## config.mk

```make
export PLATFORM = sky130hd
export DESIGN_NAME = runaway_code_watchdog
export DESIGN_NICKNAME = d
export VERILOG_FILES = /design/src/runaway_code_watchdog.v
export VERILOG_INCLUDE_DIRS = /design/src /design/src/src
export SDC_FILE = /design/constraint.sdc
export NUM_CORES = 1
export LEC_CHECK = 0
export BUFFER_PORTS_ARGS = -buffer_cell sky130_fd_sc_hd__buf_2
export CELL_PAD_IN_SITES_DETAIL_PLACEMENT = 0
export CELL_PAD_IN_SITES_GLOBAL_PLACEMENT = 1
export CORE_ASPECT_RATIO = 0.75
export CORE_MARGIN = 8
export CORE_UTILIZATION = 39
export DETAILED_ROUTE_END_ITERATION = 6
export GPL_TIMING_DRIVEN = 1
export PLACE_DENSITY = 0.88
export SLEW_MARGIN = 20
export SYNTH_ARGS = -nofsm -noshare
export SYNTH_HDL_FRONTEND = slang
export SYNTH_SLANG_ARGS = --single-unit
```

## constraint.sdc

```tcl
create_clock -name clk -period 2.8 [get_ports clk]
set_input_delay 0.56 -clock clk [delete_from_list [all_inputs] [get_ports clk]]
set_output_delay 0.56 -clock clk [all_outputs]
set_load 0.05 [all_outputs]
```

## src/watchdog_map.vh

```
`ifndef WATCHDOG_MAP_VH
`define WATCHDOG_MAP_VH

// register indexes; byte address is four times the index
`define IDX_CLEAR 16'hFFFF
`define IDX_CONFIG 16'h000E
`define IDX_CAUSE 16'h0010
`define IDX_STATUS 16'h0011

// configuration latch fields
`define CFG_DISABLE 0
`define CFG_STOP_EN 1
`define CFG_RATE 2
`define CFG_W 3
`define CFG_RESET 3'h0

// reset cause fields
`define CAUSE_WDOG 0
`define CAUSE_ILLOP 1

// chain layout: prescaler bits 11..0, counter above them
`define PRE_W 12
`define CNT_W 6
`define CHAIN_W 18
`define CLR_LO 4
`define SHORT_TOP 13

// timing in crystal cycles
`define RST_PULSE_CYC 6'h20
`define POR_DELAY_CYC 13'h1000

`define RESP_OKAY 2'h0
`define RESP_SLVERR 2'h2

`endif

```

## src/runaway_code_watchdog.v

```verilog
`timescale 1ns/1ns
`default_nettype none
`include "watchdog_map.vh"

module runaway_code_watchdog #(
  parameter ADDR_W = 18
) (
  input wire clk,
  input wire nrst,
  // register bus
  input wire [ADDR_W-1:0] s_axi_awaddr,
  input wire s_axi_awvalid,
  output wire s_axi_awready,
  input wire [31:0] s_axi_wdata,
  input wire [3:0] s_axi_wstrb,
  input wire s_axi_wvalid,
  output wire s_axi_wready,
  output reg [1:0] s_axi_bresp,
  output reg s_axi_bvalid,
  input wire s_axi_bready,
  input wire [ADDR_W-1:0] s_axi_araddr,
  input wire s_axi_arvalid,
  output wire s_axi_arready,
  output reg [31:0] s_axi_rdata,
  output reg [1:0] s_axi_rresp,
  output reg s_axi_rvalid,
  input wire s_axi_rready,
  // core side
  input wire [7:0] reset_vector_low,
  input wire cpu_clear_wr,
  input wire vector_fetch,
  input wire stop_exec,
  input wire stop_mode,
  input wire internal_reset,
  input wire monitor_mode,
  input wire break_active,
  input wire irq_test_voltage_level,
  input wire rst_test_voltage_level,
  // reset pin and reset requests
  output reg rst_pin_out,
  output reg rst_pin_oe_n,
  output reg watchdog_reset_req,
  output reg illegal_opcode_reset
);

  // aligned word index of a byte address
  function [15:0] word_idx;
    input [ADDR_W-1:0] a;
    begin
      word_idx = a[17:2];
    end
  endfunction

  // counter chain: prescaler low, counter high
  reg [`CHAIN_W-1:0] chain_q;
  reg [`CHAIN_W-1:0] chain_d;
  // pin pulse and power-up counters
  reg [5:0] pulse_q;
  reg [12:0] por_q;
  // configuration latch and cause flags
  reg [`CFG_W-1:0] cfg_q;
  reg cfg_locked_q;
  reg [1:0] cause_q;
  reg aw_held_q;
  reg w_held_q;
  // write halves held until both have arrived
  reg [ADDR_W-1:0] awaddr_q;
  reg [31:0] wdata_q;
  reg [3:0] wstrb_q;

  // read view of one word; the clear location shows the vector byte
  function [31:0] rd_word;
    input [15:0] idx;
    begin
      case (idx)
        `IDX_CLEAR: rd_word = {24'h000000, reset_vector_low};
        `IDX_CONFIG: rd_word = {29'h00000000, cfg_q};
        `IDX_CAUSE: rd_word = {30'h00000000, cause_q};
        `IDX_STATUS: rd_word = {14'h0000, chain_q};
        default: rd_word = 32'h00000000;
      endcase
    end
  endfunction

  // word indexes that answer; anything else gets a slave error
  function idx_mapped;
    input [15:0] idx;
    begin
      idx_mapped = (idx == `IDX_CLEAR) | (idx == `IDX_CONFIG) |
        (idx == `IDX_CAUSE) | (idx == `IDX_STATUS);
    end
  endfunction

  // power-up hold-off ends after 4096 cycles
  wire por_done = (por_q == `POR_DELAY_CYC);
  // latch fields seen by the counter and the stop opcode check
  wire rate_short = cfg_q[`CFG_RATE];
  wire stop_en = cfg_q[`CFG_STOP_EN];
  // monitor and break suspension come straight from the pins
  wire suspended = cfg_q[`CFG_DISABLE] |
    (monitor_mode & (irq_test_voltage_level | rst_test_voltage_level)) |
    (break_active & rst_test_voltage_level);
  wire pulsing = (pulse_q != 6'h00);

  // bus write goes out in the cycle both halves are present
  wire aw_now = aw_held_q | s_axi_awvalid;
  wire w_now = w_held_q | s_axi_wvalid;
  wire wr_fire = aw_now & w_now & ~s_axi_bvalid;
  // a parked half wins over the live channel
  wire [ADDR_W-1:0] wr_addr = aw_held_q ? awaddr_q : s_axi_awaddr;
  wire [31:0] wr_data = w_held_q ? wdata_q : s_axi_wdata;
  wire [15:0] wr_idx = word_idx(wr_addr);
  // decode of the word being written
  wire wr_clear = wr_fire & (wr_idx == `IDX_CLEAR);
  wire wr_config = wr_fire & (wr_idx == `IDX_CONFIG);
  wire wr_cause = wr_fire & (wr_idx == `IDX_CAUSE);
  wire wr_mapped = idx_mapped(wr_idx);

  // each write half ready while that half is not parked and no response is pending; read ready while no read data is pending
  assign s_axi_awready = ~aw_held_q & ~s_axi_bvalid;
  assign s_axi_wready = ~w_held_q & ~s_axi_bvalid;
  assign s_axi_arready = ~s_axi_rvalid;

  // handshake strobes of the bus channels
  wire ar_fire = s_axi_arvalid & s_axi_arready;
  wire aw_take = s_axi_awvalid & s_axi_awready;
  wire w_take = s_axi_wvalid & s_axi_wready;
  wire b_done = s_axi_bvalid & s_axi_bready;

  // any write lands, whatever the data, same cycle
  wire clear_evt = wr_clear | cpu_clear_wr;
  // all-ones detectors; the short period ends when bits 12..4 are full
  wire top_short = &chain_q[`SHORT_TOP-1:`CLR_LO];
  wire top_long = &chain_q[`CHAIN_W-1:`CLR_LO];
  wire expire = ~suspended & ~stop_mode & ~pulsing & por_done &
    (rate_short ? top_short : top_long);

  // pin goes low on the expiry edge and lets go after the last pulse cycle
  wire pulse_last = (pulse_q == 6'h01);
  wire pin_low = expire | (pulsing & ~pulse_last);
  // a stop opcode that the latch forbids
  wire illop_evt = stop_exec & ~stop_en;
  // counting waits out stop, suspension, power-up hold-off and the pulse
  wire count_en = ~stop_mode & ~suspended & por_done & ~pulsing;
  // prescaler-only clears
  wire pre_clear = stop_mode | stop_exec | vector_fetch | ~por_done;
  // whole-chain clears; restart from zero keeps a full period after enable
  wire chain_zero = internal_reset | pulsing | suspended | expire;

  // counter chain on the crystal clock; wait mode has no input here so it counts on
  always @* begin
    chain_d = chain_q;
    // one crystal cycle counted
    if (count_en) begin
      chain_d = chain_q + 18'h00001;
    end
    // software service keeps the low four prescaler bits
    if (clear_evt) begin
      chain_d[`CHAIN_W-1:`CLR_LO] = {(`CHAIN_W-`CLR_LO){1'b0}};
    end
    // stop, vector fetch and power-up hold the prescaler clear
    if (pre_clear) begin
      chain_d[`PRE_W-1:0] = {`PRE_W{1'b0}};
    end
    // zeroing last so it beats every other change
    if (chain_zero) begin
      chain_d = {`CHAIN_W{1'b0}};
    end
  end

  always @(posedge clk or negedge nrst) begin
    if (!nrst) begin
      chain_q <= {`CHAIN_W{1'b0}};
    end else begin
      chain_q <= chain_d;
    end
  end

  // power-up delay before the prescaler is released
  always @(posedge clk or negedge nrst) begin
    if (!nrst) begin
      por_q <= 13'h0000;
    end else if (!por_done) begin
      por_q <= por_q + 13'h0001;
    end
  end

  // reset pin pulse; only a reset, never an interrupt
  always @(posedge clk or negedge nrst) begin
    if (!nrst) begin
      pulse_q <= 6'h00;
      rst_pin_out <= 1'b1;
      rst_pin_oe_n <= 1'b1;
      watchdog_reset_req <= 1'b0;
    end else begin
      if (expire) begin
        pulse_q <= `RST_PULSE_CYC;
      end else if (pulsing) begin
        pulse_q <= pulse_q - 6'h01;
      end
      // open-drain: data stays low, the enable does the work
      rst_pin_out <= 1'b0;
      // pin and request share one term so they cannot drift apart
      rst_pin_oe_n <= ~pin_low;
      watchdog_reset_req <= pin_low;
    end
  end

  // stop opcode with stop disabled becomes an illegal opcode reset
  always @(posedge clk or negedge nrst) begin
    if (!nrst) begin
      illegal_opcode_reset <= 1'b0;
    end else begin
      illegal_opcode_reset <= illop_evt;
    end
  end

  // configuration latch takes the first lane 0 write after reset only
  always @(posedge clk or negedge nrst) begin
    if (!nrst) begin
      cfg_q <= `CFG_RESET;
      cfg_locked_q <= 1'b0;
    end else if (wr_config & ~cfg_locked_q & (wr_strb_lo(1'b1))) begin
      cfg_q <= wr_data[`CFG_W-1:0];
      cfg_locked_q <= 1'b1;
    end
  end

  // low byte lane carries every narrow register
  function wr_strb_lo;
    input dummy;
    begin
      wr_strb_lo = dummy & (w_held_q ? wstrb_q[0] : s_axi_wstrb[0]);
    end
  endfunction

  // reset cause: hardware set wins over write-one-to-clear
  always @(posedge clk or negedge nrst) begin
    if (!nrst) begin
      cause_q <= 2'h0;
    end else begin
      // software clear through lane 0
      if (wr_cause & wr_strb_lo(1'b1)) begin
        cause_q <= cause_q & ~wr_data[1:0];
      end
      if (expire) begin
        cause_q[`CAUSE_WDOG] <= 1'b1;
      end
      if (illop_evt) begin
        cause_q[`CAUSE_ILLOP] <= 1'b1;
      end
    end
  end

  // write channel: hold each half until both arrive
  always @(posedge clk or negedge nrst) begin
    if (!nrst) begin
      aw_held_q <= 1'b0;
      w_held_q <= 1'b0;
      awaddr_q <= {ADDR_W{1'b0}};
      wdata_q <= 32'h00000000;
      wstrb_q <= 4'h0;
      s_axi_bvalid <= 1'b0;
      s_axi_bresp <= `RESP_OKAY;
    end else begin
      // both halves present: issue the response
      if (wr_fire) begin
        aw_held_q <= 1'b0;
        w_held_q <= 1'b0;
        s_axi_bvalid <= 1'b1;
        s_axi_bresp <= wr_mapped ? `RESP_OKAY : `RESP_SLVERR;
      end else begin
        // park whichever half came first
        if (aw_take) begin
          aw_held_q <= 1'b1;
          awaddr_q <= s_axi_awaddr;
        end
        if (w_take) begin
          w_held_q <= 1'b1;
          wdata_q <= s_axi_wdata;
          wstrb_q <= s_axi_wstrb;
        end
        // response handshake
        if (b_done) begin
          s_axi_bvalid <= 1'b0;
        end
      end
    end
  end

  // read channel; the clear location shows the vector byte, not state
  always @(posedge clk or negedge nrst) begin
    if (!nrst) begin
      s_axi_rvalid <= 1'b0;
      s_axi_rdata <= 32'h00000000;
      s_axi_rresp <= `RESP_OKAY;
    end else if (ar_fire) begin
      s_axi_rvalid <= 1'b1;
      s_axi_rdata <= rd_word(word_idx(s_axi_araddr));
      s_axi_rresp <= idx_mapped(word_idx(s_axi_araddr)) ? `RESP_OKAY : `RESP_SLVERR;
    end else if (s_axi_rready) begin // response stands until taken
      s_axi_rvalid <= 1'b0;
    end
  end

endmodule // runaway_code_watchdog
`default_nettype wire

```

# Yosys cells after proc, flatten, opt, wreduce, memory -nomap -nowiden
# Cells that the tools add are included.
dict set report op_classes {
  n_addsub 3
  n_mul 0
  div_mod_pow 0
  order_cmp 0
  n_eq_ne 10
  shifts 0
  muxes 24
  bitwise 58
  reduce_logical 15
}
# cell count
set op_table {}
lappend op_table {{18-bit one-hot mux with 4 select lines} 1}
lappend op_table {{16-bit by 5-bit == test with 1-bit output, second input constant} 4}
lappend op_table {{18-bit 2-to-1 mux} 3}
lappend op_table {{16-bit == test, second input constant} 2}
lappend op_table {{16-bit by 4-bit == test with 1-bit output, second input constant} 2}
lappend op_table {{1-bit AND} 24}
lappend op_table {{1-bit bitwise OR} 19}
lappend op_table {{18-bit by 1-bit adder with 18-bit output, second input constant} 1}
lappend op_table {{14-bit 2-to-1 mux} 1}
lappend op_table {{14-bit AND reduction} 1}
lappend op_table {{2-bit nonzero test} 7}
lappend op_table {{13-bit by 1-bit adder with 13-bit output, second input constant} 1}
lappend op_table {{13-bit == test, second input constant} 1}
lappend op_table {{1-bit inverter} 13}
lappend op_table {{1-bit 2-to-1 mux} 12}
lappend op_table {{12-bit 2-to-1 mux} 1}
lappend op_table {{6-bit 2-to-1 mux} 2}
lappend op_table {{9-bit AND reduction} 1}
lappend op_table {{6-bit by 1-bit == test with 1-bit output, second input constant} 1}
lappend op_table {{2-bit 2-to-1 mux} 3}
lappend op_table {{3-bit nonzero test} 2}
lappend op_table {{6-bit nonzero test} 1}
lappend op_table {{6-bit by 1-bit subtractor with 6-bit output, second input constant} 1}
lappend op_table {{2-bit AND reduction} 2}
lappend op_table {{other kinds (4)} 4}
dict set report word_totals {
  regBits 109
  latchBits 0
  ram_bits 0
  romBits 0
  inputBits 96
  output_inout_bits 45
  mem_count 0
}

# Logic depth before layout (Yosys ltp)
# Gate-level depths: netlist (run 1).
dict set report logic_depth {
  word_depth 12
  depth_mapped 9
  mapped_depth_nobuf 8
}

# Worst setup path before layout (run 1)
# OpenSTA, ideal clock, no wires.
dict set report synth_timing {
  kind {register to register}
  from {register por_q[0]}
  to {register chain_q[15]}
  setup_time_ns 0.139
  arrival_ns 2.078
  required_time_ns 2.661
  setup_slack_ns 0.583
  path_stages_with_launch 10
  cell_sequence {dfrtp_1 inv_1 ha_1 nor4b_2 nand3_2 or4_4 or2_1 clkbuf_1 a31oi_1 a21oi_1}
}
dict set report synth_between {
  elab_chain_len 5
}
# element line
set synth_lines {}
lappend synth_lines {{from (decl)} runaway_code_watchdog.v:59} ;# reg [12:0] por_q;
lappend synth_lines {{from (signal assigned)} runaway_code_watchdog.v:184} ;# por_q <= por_q + 13'h0001;
lappend synth_lines {{13-bit == test (no line) (*)} -}
lappend synth_lines {{1-bit AND (2 in series)} runaway_code_watchdog.v:135} ;# wire expire = ~suspended & ~stop_mode & ~pulsing & por_done &
lappend synth_lines {{1-bit bitwise OR} runaway_code_watchdog.v:148} ;# wire chain_zero = internal_reset | pulsing | suspended | expire;
lappend synth_lines {{3-bit nonzero test (no line) or 18-bit 2-to-1 mux (tied branches)} -}
lappend synth_lines {{to (signal assigned)} runaway_code_watchdog.v:173} ;# chain_q <= {`CHAIN_W{1'b0}};
lappend synth_lines {{to (signal assigned)} runaway_code_watchdog.v:175} ;# chain_q <= chain_d;
lappend synth_lines {{to (decl)} runaway_code_watchdog.v:55} ;# reg [`CHAIN_W-1:0] chain_q;
# Mark *: on every way between the ends. The rest lies on a longest branch, timed or not.
# A chain may end at the register's enable or synchronous reset.

# Worst setup path in the final report (run 1)
dict set report layout_timing {
  from {register por_q[0]}
  to {register chain_q[14]}
}
# Same word-level chain as after synthesis.

==> metrics, run 1 <==
Avg WL per Cell 15.1 um; Setup Skew 0.00567 ns; die height 110 um; Tot Pwr 3.97 mW; Final Hold Vio Count 0; # diodes 0; Sink Count 91; warnings from Yosys 0; Synth Flop Type dfrtp_1; Via Count 3,674; syn avg cell area 10.2 um2; WP data required 3.00 ns; CTS Buf Count 9; Setup WS pre-CTS 0.313 ns; Most Crowded Layer GR met2; hpwl dp 8410 um; CTS Hold Buffers Added 0; Buf+Inv Stages, Crit Path 1; worst-path maximum fanout 10; # setup viols final 0; slowest stage delay, CP 0.50 ns; die width 141 um; slowest library cell on the worst path or4_4; I/O Buffers 88; maxcap violations 0; Post-CTS Resized 0; Yosys cell types 58; max-slew violation count 0; startpoint types flop; CP Data Arrival Time 2.62 ns; # rows 34; crit path time final 2.42 ns; worst slew pin tran 0.807 ns; grt met1 use 18.8%; CP Class flop to flop; Residual DRC 0; Longest Clk Path Bufs 2; Lkg Pwr 2.51 nW; vias in the first global route 3,694; PnR worst setup slack 0.377 ns; H-Tree Level Count 3; Final Util 48.0%; Setup TNS Final 0 ns; kind of cell adding the most delay to the critical path simple AND/OR/NAND/NOR gates; initial antenna violation count 0; max frequency 413 MHz; Clk Latency, worst-skew pair 0.34 ns; met3 usage 4.95%; grt ovf 0; CTS tree done; Multi-input gate area 2170 um2; PwrDens 716 nW/um2; post-synthesis instance total 452; final-layout fill cell count 1,097; Core Region 11,500 um2; net count reported at finish 656; Seq/Total Area, Yosys 49.6%; CTS root buffer clkbuf_16; Synth Register Bits 91; Routed WL 10,900 um; crit end category flop; asr flop ratio synth 100%; peak supply drop 0.660 mV; pin count of the biggest net entering global routing 65; total iterations of the first detailed-routing run 4; first-pass GRT wire length 17,900 um; synthesized area 4590 um2; vias per cell 5.10; register area 2280 um2; WHS 0.283 ns; Hold/Removal Path Class primary input to asynchronous set/reset pin; relative max-transition margin 46.2%; Starting DRT DRC Count 158; gpl congestion 0.850; period utilization 86.5%; total track usage 14.4%; share of layout cells above drive strength 1 27.0%; Initial Util 39.8%; status finished clean; unrepaired setup endpoints after global routing false; clk slew on worst S/H paths 0.06 ns; crit-path cells inv_1 > ha_1 > nor4b_2 > nand3_2 > or4_4 > nor2_2 > a2bb2oi_1 > a21oi_1; area grow syn2layout 20.5%; die area 15,500 um2; postcts setup bufs 0; number of synthesized flops with an enable pin 0; M2 GR Usage 22.8%; IO Count 141; Detail Route Antenna Nets 0
[path summary, 6_finish.rpt]
check                               start        endpoint  slack, ns  cells past startpoint
setup / recovery                 por_q[0]     chain_q[14]       0.38                      8
hold / removal                       nrst  s_axi_rdata[0]       0.28                      1
setup reg to reg                 por_q[0]     chain_q[14]       0.38                      8
hold reg to reg            s_axi_rdata[9]  s_axi_rdata[9]       0.46                      2
max in group asynchronous            nrst    awaddr_q[11]       1.82                      2
min in group clk             s_axi_bready    s_axi_bvalid       0.40                      2
[flip-flops by register name, summed over array words and instances (netlist names), 2 cells and up]
signal	flops
chain_q	18
wdata_q	3
cause_q	2
por_q	13
awaddr_q	16
s_axi_rdata	18
pulse_q	6
cfg_q	3
[report_power, final]
group	total [mW]	internal, mW	switching (mW)
Sequential	1.78	1.55	0.229
Clock	1.25	0.779	0.474
Combinational	0.929	0.383	0.546
[placed cells by master, fill, tap and decap left out, types with 12 or more instances in the layout]
master / instances
a21oi_1: 12
buf_2: 87
buf_4: 13
conb_1: 17
dfrtp_1: 89
mux2_2: 20
nand2_1: 69
nand3_1: 27
nand4_1: 13
nor2_1: 20
nor3_1: 13
nor4_1: 14
o21ai_1: 13
xnor2_1: 17
[area by class of cell]
cell class,instances,share of cell area [%]
tap,162,3.66
multi-input combinational,341,39.2
timing repair buffer,100,9.63
inverter,11,0.746
clock buffer,11,4.20
sequential,91,41.2
clock inverter,5,1.40
[stage by stage]
| step | area [um2] | instances |
|---|---|---|
| finish | 5540 | 721 |
| global route | 5540 | 721 |
| CTS | 5540 | 721 |
| detailed placement | 5230 | 705 |
| global placement | 5230 | 705 |
| floorplan | 4650 | 468 |
[routing by layer]
layer  up-vias  share of wire [%]
met4         0               0.68
met2        92                 45
met3         7                6.3
met1      1770                 48
li1       1805                  -
met5         -                  0
[kinds of logic (layout without fill, tap and decap cells)]
kind of cell	Yosys count	count (layout)	share of synthesized area [%]
AND/OR/NAND/NOR	207	207	24.7
flip-flops	91	91	49.6
AO/OA/AOI/OAI	58	58	8.09
buffers and inverters	36	127	4.44
multiplexers	27	27	6.43
XOR/XNOR	26	26	4.96
adder cells (fa/ha/maj)	6	6	1.63
other	1	17	0.0817
[Yosys cell counts (3+ instances only)]
| master | instances | area (um2) |
|---|---|---|
| clkbuf_1 | 7 | 26.3 |
| o21ai_0 | 8 | 40.0 |
| or4_1 | 6 | 45.0 |
| nor4_1 | 14 | 87.6 |
| and4_1 | 4 | 35.0 |
| a2bb2oi_1 | 3 | 26.3 |
| nor2_1 | 20 | 75.1 |
| mux2_2 | 20 | 225 |
| o21ai_1 | 13 | 65.1 |
| and2_1 | 4 | 25.0 |
| nand3b_1 | 3 | 22.5 |
| nand4_1 | 13 | 81.3 |
| inv_1 | 9 | 33.8 |
| and3_1 | 9 | 56.3 |
| a21oi_1 | 12 | 60.1 |
| nand2b_1 | 5 | 31.3 |
| xor2_1 | 9 | 78.8 |
| nand3_1 | 27 | 135 |
| nor3_1 | 13 | 65.1 |
| nor4_2 | 3 | 37.5 |
| nand2_1 | 69 | 259 |
| ha_1 | 6 | 75.1 |
| dfrtp_1 | 89 | 2230 |
| xnor2_1 | 17 | 149 |
| buf_4 | 16 | 120 |
| mux2i_1 | 7 | 70.1 |
| a22oi_1 | 6 | 45.0 |
Power figures use the tool's default switching activity.
==> run 2, diff against run 1 <==
--- a/config.mk
+++ b/config.mk
@@ -7,14 +7,12 @@
 export NUM_CORES = 1
 export LEC_CHECK = 0
 export BUFFER_PORTS_ARGS = -buffer_cell sky130_fd_sc_hd__buf_2
-export CELL_PAD_IN_SITES_DETAIL_PLACEMENT = 0
-export CELL_PAD_IN_SITES_GLOBAL_PLACEMENT = 1
 export CORE_ASPECT_RATIO = 0.75
 export CORE_MARGIN = 8
-export CORE_UTILIZATION = 39
+export CORE_UTILIZATION = 52
 export DETAILED_ROUTE_END_ITERATION = 6
 export GPL_TIMING_DRIVEN = 1
-export PLACE_DENSITY = 0.88
+export PLACE_DENSITY = 0.89
 export SLEW_MARGIN = 20
 export SYNTH_ARGS = -nofsm -noshare
 export SYNTH_HDL_FRONTEND = slang
==> metrics, run 2 (synthesis results as in run 1) <==
Via Count 3,815 (+3.8%); net count reported at finish 652 (-0.61%); most frequent cells in the layout 89 x dfrtp_1, 87 x buf_2, 69 x nand2_1; peak supply drop 0.794 mV (+20%); Setup TNS Final 0 ns (unchanged); initial antenna violation count 0 (unchanged); CP Class flop to flop; register area 2280 um2 (unchanged); worst-path maximum fanout 8 (-2); share of layout cells above drive strength 1 26.8% (-0.17 points); unrepaired setup endpoints after global routing false; H-Tree Level Count 3 (unchanged); switching power total 1.26 mW (+0.43%); max frequency 406 MHz (-1.6%); CP Data Arrival Time 2.66 ns (+0.04 ns); Routed WL 10,800 um (-0.64%); vias in the first global route 3,949 (+6.9%); first-pass GRT wire length 18,400 um (+2.5%); die width 125 um (-12%); Sink Count 91 (unchanged); crit end category flop; WP data required 3.00 ns (about the same); Core Region 8530 um2 (-26%); Int Power 2.87 mW (+5.6%); total iterations of the first detailed-routing run 5 (+1); Longest Clk Path Bufs 2 (unchanged); Detail Route Antenna Nets 0 (unchanged); max-slew violation count 0 (unchanged); CTS Hold Buffers Added 0 (unchanged); clk slew on worst S/H paths 0.06 ns (about the same); clock power share 34.5% (+2.9 points); relative max-transition margin 40.6% (-5.6 points); I/O Buffers 88 (unchanged); vias per cell 5.75 (+13%); area grow syn2layout 19.8%; Initial Util 53.9% (+14 points); hpwl dp 8250 um (-1.8%); Setup Skew 0.00626 ns (+0.000591 ns); pin count of the biggest net entering global routing 67 (+3.1%); CTS tree done; Hold/Removal Path Class primary input to asynchronous set/reset pin; Clk Latency, worst-skew pair 0.34 ns (about the same); Logic pwr share 21.9% (-1.5 points); grt ovf 0 (unchanged); total track usage 18.1% (+3.7 points); CTS Buf Count 9 (unchanged); startpoint types flop; postcts setup bufs 0 (unchanged); crit path time final 2.46 ns (+0.0390 ns); # rows 29 (-15%); period utilization 87.9% (+1.4 points); Post-CTS Resized 0 (unchanged); die area 12,100 um2 (-22%); IO Count 141 (unchanged); Worst R2R Start por_q[0]; die height 97.4 um (-11%); Multi-input gate area 2170 um2 (unchanged); Switching Share 30.4% (-1.1 points); Reg power frac 43.6% (-1.4 points); most common cell after layout, fill and taps aside dfrtp_1; Avg WL per Cell 16.3 um (+8.0%); Final Hold Vio Count 0 (unchanged); maxcap violations 0 (unchanged); CTS root buffer clkbuf_16; # diodes 0 (unchanged); # setup viols final 0 (unchanged); gpl congestion 0.854 (+0.46%); Tot Pwr 4.12 mW (+4.0%); status finished clean; Crit. Startpoint por_q[0]; Lkg Pwr 2.53 nW (+0.59%); Residual DRC 0 (unchanged); largest registers chain_q: 18 flops, s_axi_rdata: 18 flops, awaddr_q: 16 flops; final-layout fill cell count 659 (-40%); Starting DRT DRC Count 255 (+61%); worst slew pin tran 0.890 ns (+0.0829 ns); PwrDens 749 nW/um2 (+4.6%)
==> run 2: changes by cell type in the layout (fill, tap and decap cells not counted) <==
cell	before	now
buf_4	13	8
buf_12	0	1
clkinvlp_4	1	0
clkbuf_1	2	0
bufinv_16	2	3
clkinv_2	2	1
clkbuf_8	0	3
==> run 2: final timing paths <==
check	end	slack [ns]	depth (start not counted)
min reg2reg	s_axi_rdata[10]	0.46	2
min in group clk	s_axi_bvalid	0.40	2
max in group asynchronous	rst_pin_out	1.98	2
min	s_axi_rdata[17]	0.12	1
max	chain_q[15]	0.34	8
max reg2reg	chain_q[15]	0.34	8
==> run 2: stage by stage <==
step	setup WS (ns)	cell area, um2	utilization (%)	instances	hold WS [ns]
global placement	0.357	5140	60.3	647	0.444
CTS	0.321	5500	64.5	663	0.124
global route	0.0947	5500	64.5	663	0.146
finish	0.338	5500	64.5	663	0.124
floorplan	0.583	4650	-	468	0.264
detailed placement	0.301	5140	60.3	647	0.452
==> run 2: worst max-delay path, cell delays in order (launching register included) <==
cell and delay [ns]:
dfrtp_1 0.42, inv_1 0.11, ha_1 0.16, nor4b_2 0.27
nand3_2 0.22, or4_4 0.49, or2_1 0.34, a31oi_1 0.22
a21oi_1 0.08
==> run 2: final cells by class <==
| type | count | share of cell area [%] |
|---|---|---|
| Clock buffer | 12 | 4.84 |
| Clock inverter | 4 | 1.73 |
| Inverter | 11 | 0.751 |
| Multi-Input combinational cell | 341 | 39.4 |
| Sequential cell | 91 | 41.4 |
| Tap cell | 108 | 2.46 |
| Timing Repair Buffer | 96 | 9.37 |
==> run 2: power groups by stage <==
stage,clock [mW],combinational (mW),sequential (mW)
floorplan,0,0.641,1.80
global placement,0,0.867,1.79
detailed placement,0,0.906,1.80
CTS,1.45,0.912,1.79
global route,1.50,0.994,1.83
finish,1.42,0.904,1.80
==> run 2: routing by layer <==
metal  share of wire [%]  vias up  global-route usage [%]  wire length, um
li1                    -     1801                       -                -
met5                   0        -                       0                0
met3                 6.2       22                    5.45              669
met4                 1.9        0                    6.65              203
met1                  44     1848                    22.3             4740
met2                  48      144                    29.3             5170
